File: config.mk
export PLATFORM = sky130hd
export DESIGN_NAME = cpfs_top
export DESIGN_NICKNAME = d
export VERILOG_FILES = /design/src/inc/cpfs_pkg.sv /design/src/cpfs_in_sync.sv /design/src/cpfs_top.sv
export VERILOG_INCLUDE_DIRS = /design/src /design/src/inc
export SDC_FILE = /design/constraint.sdc
export NUM_CORES = 1
export LEC_CHECK = 0
export ABC_CLOCK_PERIOD_IN_PS = 3340
export BUFFER_PORTS_ARGS = -buffer_cell sky130_fd_sc_hd__buf_2
export CAP_MARGIN = 40
export CORE_UTILIZATION = 50
export CTS_BUF_LIST = sky130_fd_sc_hd__clkbuf_4 sky130_fd_sc_hd__clkbuf_8 sky130_fd_sc_hd__clkbuf_16
export DETAILED_ROUTE_END_ITERATION = 8
export PLACE_DENSITY_LB_ADDON = 0.12
export SLEW_MARGIN = 40
export SYNTH_ARGS = -nofsm -noshare
export SYNTH_HDL_FRONTEND = slang
export SYNTH_SLANG_ARGS = --single-unit
export TNS_END_PERCENT = 30
File: constraint.sdc
create_clock -name core_clk -period 3.34 [get_ports core_clk]
set_input_delay 0.334 -clock core_clk [delete_from_list [all_inputs] [get_ports core_clk]]
set_output_delay 0.334 -clock core_clk [all_outputs]
set_load 0.01 [all_outputs]
File: src/inc/cpfs_defs.svh
// Register offsets, field positions, reset values and rule notes for the pin function select block.
// Notes on behaviour
// - Keeper bit 0 enables the serial-output bus keeper, 1 disables; resets to 1.
// - Output function 000 powers down the serial-output buffer; nothing driven.
// - Output function 001 (reset) drives primary audio-interface serial data.
// - Output function 010 drives a general-purpose level from the output value bit.
// - Output function 011 routes the internal clock output to the pin.
// - Output functions 100 and 101 drive the first and second interrupt lines.
// - Output functions 110 and 111 drive secondary bit clock and word clock.
// - General-purpose output level follows the value bit, which resets to 0.
// - Input mode 00 powers down the serial-input buffer.
// - Input mode 01 (reset) offers the pin to data, microphone and clock generator; the code offers it to audio data only.
// - Input mode 10 makes a general input; read-only bit returns buffer level.
// - Five-bit DAC program field selects programs; resets to program one.
`ifndef CPFS_DEFS_SVH
`define CPFS_DEFS_SVH

`define CPFS_IDX_OUT_CTRL   8'h35
`define CPFS_IDX_IN_CTRL    8'h36
`define CPFS_IDX_RSVD_A     8'h37
`define CPFS_IDX_RSVD_B     8'h38
`define CPFS_IDX_RSVD_C     8'h39
`define CPFS_IDX_RSVD_D     8'h3A
`define CPFS_IDX_RSVD_E     8'h3B
`define CPFS_IDX_DAC_PROG   8'h3C

`define CPFS_RST_OUT_CTRL   8'h12
`define CPFS_RST_IN_CTRL    8'h02
`define CPFS_RST_RSVD_A     8'h02
`define CPFS_RST_RSVD_B     8'h02
`define CPFS_RST_RSVD_C     8'h00
`define CPFS_RST_RSVD_D     8'h00
`define CPFS_RST_RSVD_E     8'h00
`define CPFS_RST_DAC_PROG   8'h01

`define CPFS_KEEPER_BIT     4
`define CPFS_OUT_FN_HI      3
`define CPFS_OUT_FN_LO      1
`define CPFS_OUT_VAL_BIT    0
`define CPFS_IN_MODE_HI     2
`define CPFS_IN_MODE_LO     1
`define CPFS_IN_LEVEL_BIT   0
`define CPFS_PROG_HI        4

`define CPFS_OUT_FN_OFF     3'h0
`define CPFS_OUT_FN_PRI     3'h1
`define CPFS_OUT_FN_GPO     3'h2
`define CPFS_OUT_FN_CLK     3'h3
`define CPFS_OUT_FN_FIRST_INTERRUPT_LINE    3'h4
`define CPFS_OUT_FN_SECOND_INTERRUPT_LINE    3'h5
`define CPFS_OUT_FN_SBCLK   3'h6
`define CPFS_OUT_FN_SWCLK   3'h7

`define CPFS_IN_MODE_OFF    2'h0
`define CPFS_IN_MODE_AUDIO  2'h1
`define CPFS_IN_MODE_GPI    2'h2

`endif

File: src/inc/cpfs_pkg.sv
// Types shared by the pin function select block.
package cpfs_pkg;

	typedef struct packed {
		logic primary_data;
		logic clock_output_signal;
		logic first_interrupt_line;
		logic second_interrupt_line;
		logic secondary_bclk;
		logic secondary_wclk;
	} cpfs_src_t;

	typedef struct packed {
		logic audio_data;
		logic general_input;
	} cpfs_in_use_t;

	typedef enum logic [2:0] {
		CPFS_IDLE   = 3'b001,
		CPFS_ACCESS = 3'b010,
		CPFS_DONE   = 3'b100
	} cpfs_state_t;

endpackage : cpfs_pkg

File: src/cpfs_in_sync.sv
// Three-stage synchroniser for the serial-input pin with second/third stage agreement.
`timescale 1ns/1ps
`default_nettype none
module cpfs_in_sync (
	input  wire logic core_clk,
	input  wire logic rst,
	input  wire logic pin_in,
	output var  logic level
);

	logic s1;
	logic s2;
	logic s3;

	always_ff @(posedge core_clk) begin
		if (rst) begin
			s1 <= 1'b0;
			s2 <= 1'b0;
			s3 <= 1'b0;
		end else begin
			s1 <= pin_in;
			s2 <= s1;
			s3 <= s2;
		end
	end

	// The level changes only once the last two stages agree.
	always_ff @(posedge core_clk) begin
		if (rst) begin
			level <= 1'b0;
		end else if (s2 == s3) begin
			level <= s3;
		end
	end

endmodule : cpfs_in_sync
`default_nettype wire

File: src/cpfs_top.sv
// APB register block and pin function multiplexer for the serial pins.
//
// The implementer's own choice: register access over APB.
`timescale 1ns/1ps
`default_nettype none
`include "cpfs_defs.svh"
module cpfs_top (
	input  wire logic               core_clk,
	input  wire logic               rst,
	input  wire logic               psel,
	input  wire logic               penable,
	input  wire logic               pwrite,
	input  wire logic [11:0]        paddr,
	input  wire logic [31:0]        pwdata,
	input  wire logic [3:0]         pstrb,
	output var  logic               pready,
	output var  logic [31:0]        prdata,
	output var  logic               pslverr,
	input  wire cpfs_pkg::cpfs_src_t src,
	output var  logic               out_pin_o,
	output var  logic               out_pin_oe,
	output var  logic               out_keeper_en,
	input  wire logic               in_pin_i,
	output var  logic               in_buf_en,
	output var  cpfs_pkg::cpfs_in_use_t in_use,
	output var  logic               in_audio_data,
	output var  logic [4:0]         dac_program
);

	//------------------------------------------------------------
	// Registers
	//------------------------------------------------------------

	logic [7:0]             out_ctrl;
	logic [7:0]             in_ctrl;
	logic [7:0]             rsvd [5];
	logic [7:0]             dac_prog;
	logic                   in_level;
	logic                   in_raw_level;
	cpfs_pkg::cpfs_state_t  state;
	logic                   wr_go;
	logic                   rd_go;
	logic                   hit;
	logic [7:0]             rd_byte;
	logic [2:0]             out_fn;
	logic [1:0]             in_mode;

	function automatic logic [7:0] idx_of(input logic [11:0] a);
		idx_of = a[9:2];
	endfunction : idx_of

	function automatic logic mapped(input logic [11:0] a);
		mapped = (a[1:0] == 2'h0) && (a[11:10] == 2'h0)
			&& (idx_of(a) >= `CPFS_IDX_OUT_CTRL) && (idx_of(a) <= `CPFS_IDX_DAC_PROG);
	endfunction : mapped

	assign out_fn  = out_ctrl[`CPFS_OUT_FN_HI:`CPFS_OUT_FN_LO];
	assign in_mode = in_ctrl[`CPFS_IN_MODE_HI:`CPFS_IN_MODE_LO];

	//------------------------------------------------------------
	// APB slave
	//------------------------------------------------------------

	// One wait state: setup, access, then done with pready high.
	always_ff @(posedge core_clk) begin
		if (rst) begin
			state <= cpfs_pkg::CPFS_IDLE;
		end else begin
			case (state)
				cpfs_pkg::CPFS_IDLE:   state <= (psel && !penable) ? cpfs_pkg::CPFS_ACCESS : cpfs_pkg::CPFS_IDLE;
				cpfs_pkg::CPFS_ACCESS: state <= (psel && penable) ? cpfs_pkg::CPFS_DONE : cpfs_pkg::CPFS_ACCESS;
				cpfs_pkg::CPFS_DONE:   state <= (psel && !penable) ? cpfs_pkg::CPFS_ACCESS : cpfs_pkg::CPFS_IDLE;
				default:               state <= cpfs_pkg::CPFS_IDLE;
			endcase
		end
	end

	assign pready  = (state == cpfs_pkg::CPFS_DONE) && psel && penable;
	assign hit     = mapped(paddr);
	assign wr_go   = pready && pwrite && hit && pstrb[0];
	assign rd_go   = pready && !pwrite;
	assign pslverr = pready && !hit;

	always_comb begin
		rd_byte = 8'h00;
		if (idx_of(paddr) == `CPFS_IDX_OUT_CTRL) begin
			rd_byte = out_ctrl;
		end else if (idx_of(paddr) == `CPFS_IDX_IN_CTRL) begin
			rd_byte = {in_ctrl[7:1], in_level};
		end else if (idx_of(paddr) == `CPFS_IDX_DAC_PROG) begin
			rd_byte = dac_prog;
		end else if (idx_of(paddr) >= `CPFS_IDX_RSVD_A && idx_of(paddr) <= `CPFS_IDX_RSVD_E) begin
			rd_byte = rsvd[3'(idx_of(paddr) - `CPFS_IDX_RSVD_A)];
		end
	end

	always_ff @(posedge core_clk) begin
		if (rst) begin
			prdata <= 32'h0000_0000;
		end else if (state == cpfs_pkg::CPFS_ACCESS && psel && penable && !pwrite) begin
			prdata <= hit ? {24'h00_0000, rd_byte} : 32'h0000_0000;
		end
	end

	//------------------------------------------------------------
	// Control registers
	//------------------------------------------------------------

	always_ff @(posedge core_clk) begin
		if (rst) begin
			out_ctrl <= `CPFS_RST_OUT_CTRL;
		end else if (wr_go && idx_of(paddr) == `CPFS_IDX_OUT_CTRL) begin
			out_ctrl <= pwdata[7:0];
		end
	end

	always_ff @(posedge core_clk) begin
		if (rst) begin
			in_ctrl <= `CPFS_RST_IN_CTRL;
		end else if (wr_go && idx_of(paddr) == `CPFS_IDX_IN_CTRL) begin
			in_ctrl <= {pwdata[7:1], 1'b0};
		end
	end

	always_ff @(posedge core_clk) begin
		if (rst) begin
			dac_prog <= `CPFS_RST_DAC_PROG;
		end else if (wr_go && idx_of(paddr) == `CPFS_IDX_DAC_PROG) begin
			dac_prog <= pwdata[7:0];
		end
	end

	// Reserved registers hold what the host writes; only reset values are expected.
	generate
		for (genvar g = 0; g < 5; g++) begin : g_rsvd
			localparam logic [7:0] RV = (g == 0) ? `CPFS_RST_RSVD_A : (g == 1) ? `CPFS_RST_RSVD_B
				: (g == 2) ? `CPFS_RST_RSVD_C : (g == 3) ? `CPFS_RST_RSVD_D : `CPFS_RST_RSVD_E;
			always_ff @(posedge core_clk) begin
				if (rst) begin
					rsvd[g] <= RV;
				end else if (wr_go && idx_of(paddr) == 8'(`CPFS_IDX_RSVD_A + g)) begin
					rsvd[g] <= pwdata[7:0];
				end
			end
		end
	endgenerate

	//------------------------------------------------------------
	// Output pin multiplexer
	//------------------------------------------------------------

	assign out_keeper_en = !out_ctrl[`CPFS_KEEPER_BIT];

	always_ff @(posedge core_clk) begin
		if (rst) begin
			out_pin_o  <= 1'b0;
			out_pin_oe <= 1'b0;
		end else begin
			out_pin_oe <= (out_fn != `CPFS_OUT_FN_OFF);
			case (out_fn)
				`CPFS_OUT_FN_OFF:   out_pin_o <= 1'b0;
				`CPFS_OUT_FN_PRI:   out_pin_o <= src.primary_data;
				`CPFS_OUT_FN_GPO:   out_pin_o <= out_ctrl[`CPFS_OUT_VAL_BIT];
				`CPFS_OUT_FN_CLK:   out_pin_o <= src.clock_output_signal;
				`CPFS_OUT_FN_FIRST_INTERRUPT_LINE:  out_pin_o <= src.first_interrupt_line;
				`CPFS_OUT_FN_SECOND_INTERRUPT_LINE:  out_pin_o <= src.second_interrupt_line;
				`CPFS_OUT_FN_SBCLK: out_pin_o <= src.secondary_bclk;
				default:            out_pin_o <= src.secondary_wclk;
			endcase
		end
	end

	//------------------------------------------------------------
	// Input pin
	//------------------------------------------------------------

	cpfs_in_sync u_sync (
		.core_clk (core_clk),
		.rst      (rst),
		.pin_in   (in_pin_i),
		.level    (in_raw_level)
	);

	assign in_buf_en = (in_mode != `CPFS_IN_MODE_OFF);

	always_ff @(posedge core_clk) begin
		if (rst) begin
			in_level      <= 1'b0;
			in_use        <= '0;
			in_audio_data <= 1'b0;
		end else begin
			in_level             <= in_buf_en ? in_raw_level : 1'b0;
			in_use.audio_data    <= (in_mode == `CPFS_IN_MODE_AUDIO);
			in_use.general_input <= (in_mode == `CPFS_IN_MODE_GPI);
			in_audio_data        <= (in_mode == `CPFS_IN_MODE_AUDIO) ? in_raw_level : 1'b0;
		end
	end

	assign dac_program = dac_prog[`CPFS_PROG_HI:0];
endmodule : cpfs_top
`default_nettype wire

==> summary.txt <==
GRT
  • GR Util All Layers: about a quarter
  • Maximum number of pins on one net before global-route repair: 45
  • Initial antenna violation count: 0
  • First-pass GRT wire length: between 15000 and 20000 µm
  • Total grt overflow: 0
  • Via count of the first global-routing pass: 3006

CTS
  • CTS Hold Bufs: 0
  • Clock-pin slew of the registers on the worst-case setup and hold paths: roughly 90 ps
  • Number of gates resized after cts: 0
  • Clock tree buffer depth: 2
  • Cts bufs inserted: 9
  • Clock latency reported for the late side of the worst-skew pair: approximately 350 ps
  • CTS tree: built
  • H-tree levels: 3
  • Root buffer cell: sky130_fd_sc_hd__clkbuf_8
  • Number of setup buffers added after CTS: 0
  • Number of clock sinks: 84

Die
  • Die outline area: approximately 9000 µm²
  • DIE HEIGHT: 94.5 µm
  • Count of standard-cell rows: 33
  • Width of the die: around 94 µm
  • Area inside the core boundary: roughly 8300 µm²
  • I/O pin count: 106
  • Initial core utilization: approximately half

Power and ir drop
  • Reported leakage power: 1.99 nW
  • Max IR drop VDD: between 150 and 200 µV
  • Pwr per Cell Area: about 450 nW/µm²

STA
  • Share of the clock period used by the worst path after layout: between 60% and 70%
  • Final Hold Viols: 0
  • Slew of the pin with the lowest slew margin: 664 ps
  • Final setup TNS: 0 ps
  • Relative max-transition margin: around 56%
  • Shortest period the worst path allows: between 2000 and 2500 ps
  • Maximum clock rate: approximately 0.47 GHz
  • Worst hold slack after final layout: approximately 190 ps
  • Final count of pins violating max slew: 0
  • Clock tree skew after final layout: around 12 ps
  • Total setup violations reported at the end of the flow: 0
  • RSZ-0062 raised after global routing: no

Critical path
  • Capture instance of the worst register-to-register path: rsvd[1][1]$_SDFFCE_PN1P_
  • Data arrival time at the worst-slack endpoint: 2200 ps
  • Kind of critical path: reg -> reg
  • Setup crit start: state[0]$_SDFF_PP1_
  • R2r startpoint: state[0]$_SDFF_PP1_
  • Setup slack of the most critical reg-to-reg path: roughly 1200 ps
  • R2R depth: 5
  • Max FO, Critical Path: 36
  • Setup crit start kind: register
  • Type of destination of the critical path: register
  • WP data required: 3430 ps

Logic synthesis
  • Part of the Yosys area used for sequential elements: between 40% and 50%
  • Post-synth cell types: 54
  • Number of synthesis warnings: 0
  • Number of synthesized flops with an enable pin: 40
  • Average footprint of a synthesized cell: ~11 µm²
  • Synthesized cell area: between 4000 and 5000 µm²
  • Number of instances in the synthesized netlist: ~400
  • Total of flip-flops plus latches after synthesis: between 80 and 90
  • Dominant synthesized flop cell: sky130_fd_sc_hd__dfxtp_1
  • Ys async rst share: 0%

Hold path
  • Worst hold start: in_pin_i
  • Worst hold path cell count: 2
  • WHS Endpoint: u_sync.s1$_SDFF_PP0_
  • Worst hold path type: in -> reg

Place
  • HPWL after detailed placement: about 7000 µm
  • Number of I/O port buffers: 54
  • Gpl congestion: around 0.87

Final layout
  • Layout net count: a little over 500
  • Fraction of layout instances using a drive strength above 1: 22.9%
  • Most common library cell in the layout ignoring fill and taps: sky130_fd_sc_hd__buf_2
  • Number of antenna repair diodes: 0
  • Layout overhead on the synthesized area: 11.4%
  • Leading cell types in the layout, fill and taps excluded: sky130_fd_sc_hd__buf_2 (54), sky130_fd_sc_hd__dfxtp_1 (44), sky130_fd_sc_hd__edfxtp_1 (40)

Route
  • WL per Instance: around 18 µm
  • Detailed router's first-iteration violation count: about 220
  • Routed wire length: around 10000 µm
  • Vias post-DR: 3199
  • Remaining antenna violation count after routing: 0
  • Residual DRC: 0
  • Pre-antenna DRT Iters: 6
  • Vias per Instance: around 5.7

Flow run
  • Number of maximum-capacitance constraint violations: 0

Status
  • Status: finished, final reports clean
## metal layers
layer  GRT usage (%)  vias to the layer above  wire, µm
li1                -                     1529         -
met1            32.3                     1545      4410
met2            38.3                      115      4760
met3            4.67                       10       675
met4            7.70                        0       127
met5               0                        -         0
## kinds of logic (layout without fill, tap and decap cells)
logic type	after synthesis	count (layout)	synth area share [%]
buffers and inverters	71	100	9.33
multiplexers	30	30	9.36
other	1	24	0.0877
adder cells (fa/ha/maj)	5	5	1.46
AND/OR/NAND/NOR	155	155	21.7
AO/OA/AOI/OAI	57	57	9.42
flip-flops	84	84	48.7
## state kept, by name, indices dropped and copies added (netlist names), 2 cells and up
register,cells
out_ctrl,8
in_ctrl,7
rsvd,40
prdata,8
state,3
in_use,2
dac_prog,8
## cells in the mapped netlist (8+ instances only)
cell type                  count  area [µm²]
sky130_fd_sc_hd__buf_4        31         233
sky130_fd_sc_hd__nor2_1       25        93.8
sky130_fd_sc_hd__mux4_2        8         180
sky130_fd_sc_hd__nand2_1      18        67.6
sky130_fd_sc_hd__a21oi_1      13        65.1
sky130_fd_sc_hd__edfxtp_1     40        1200
sky130_fd_sc_hd__a22o_1        8        70.1
sky130_fd_sc_hd__clkbuf_1     15        56.3
sky130_fd_sc_hd__nor4_1       25         156
sky130_fd_sc_hd__o21ai_0       8        40.0
sky130_fd_sc_hd__dfxtp_1      44         881
sky130_fd_sc_hd__inv_1        15        56.3
sky130_fd_sc_hd__nand2b_1     25         156
sky130_fd_sc_hd__nand3_1      10        50.1
sky130_fd_sc_hd__nor3_1       15        75.1
sky130_fd_sc_hd__mux2i_1      22         220
## worst max-delay path, cell delays in order (launching register included)
cell	delay (ps)
sky130_fd_sc_hd__dfxtp_1	330
sky130_fd_sc_hd__nand2b_1	200
sky130_fd_sc_hd__nor4_4	470
sky130_fd_sc_hd__nand4_2	140
sky130_fd_sc_hd__buf_4	270
sky130_fd_sc_hd__or4_1	420
## power breakdown
| part | switching, mW | leakage [nW] | internal [mW] |
|---|---|---|---|
| Combinational | 0.132 | 1.11 | 0.0718 |
| Clock | 0.385 | 0.121 | 0.448 |
| Sequential | 0.00659 | 0.760 | 1.09 |
## per-stage QoR
step | cell area (µm²) | worst slack (ps) | total power [mW] | util, % | instances
finish | 4760 | 1230 | 2.14 | 57.7 | 560
global route | 4760 | 1080 | 2.21 | 57.7 | 560
CTS | 4760 | 1230 | 2.14 | 57.7 | 560
detailed placement | 4530 | 904 | 1.33 | 54.9 | 544
global placement | 4530 | 921 | 1.32 | 54.9 | 544
floorplan | 4360 | 798 | 1.27 | - | 426
## how the worst max path moves through the flow
stage	to	cells past startpoint	slack, ps
6_report	rsvd[1][1]$_SDFFCE_PN1P_	5	1230
5_1_grt	pslverr	7	1080
4_1_cts	rsvd[1][1]$_SDFFCE_PN1P_	5	1230
3_5_place_dp	rsvd[1][1]$_SDFFCE_PN1P_	7	900
3_3_place_gp	rsvd[1][1]$_SDFFCE_PN1P_	7	920
2_1_floorplan	rsvd[4][0]$_SDFFCE_PN0P_	9	800
## layout make-up
cell class | count | area, µm²
fill | 753 | 3490
tap | 105 | 131
inverter | 16 | 60.1
clock buffer | 12 | 181
sequential | 84 | 2080
multi-input combinational | 271 | 1880
clock inverter | 4 | 51.3
timing repair buffer | 68 | 375
No activity file was read; power rests on OpenSTA's default activity.
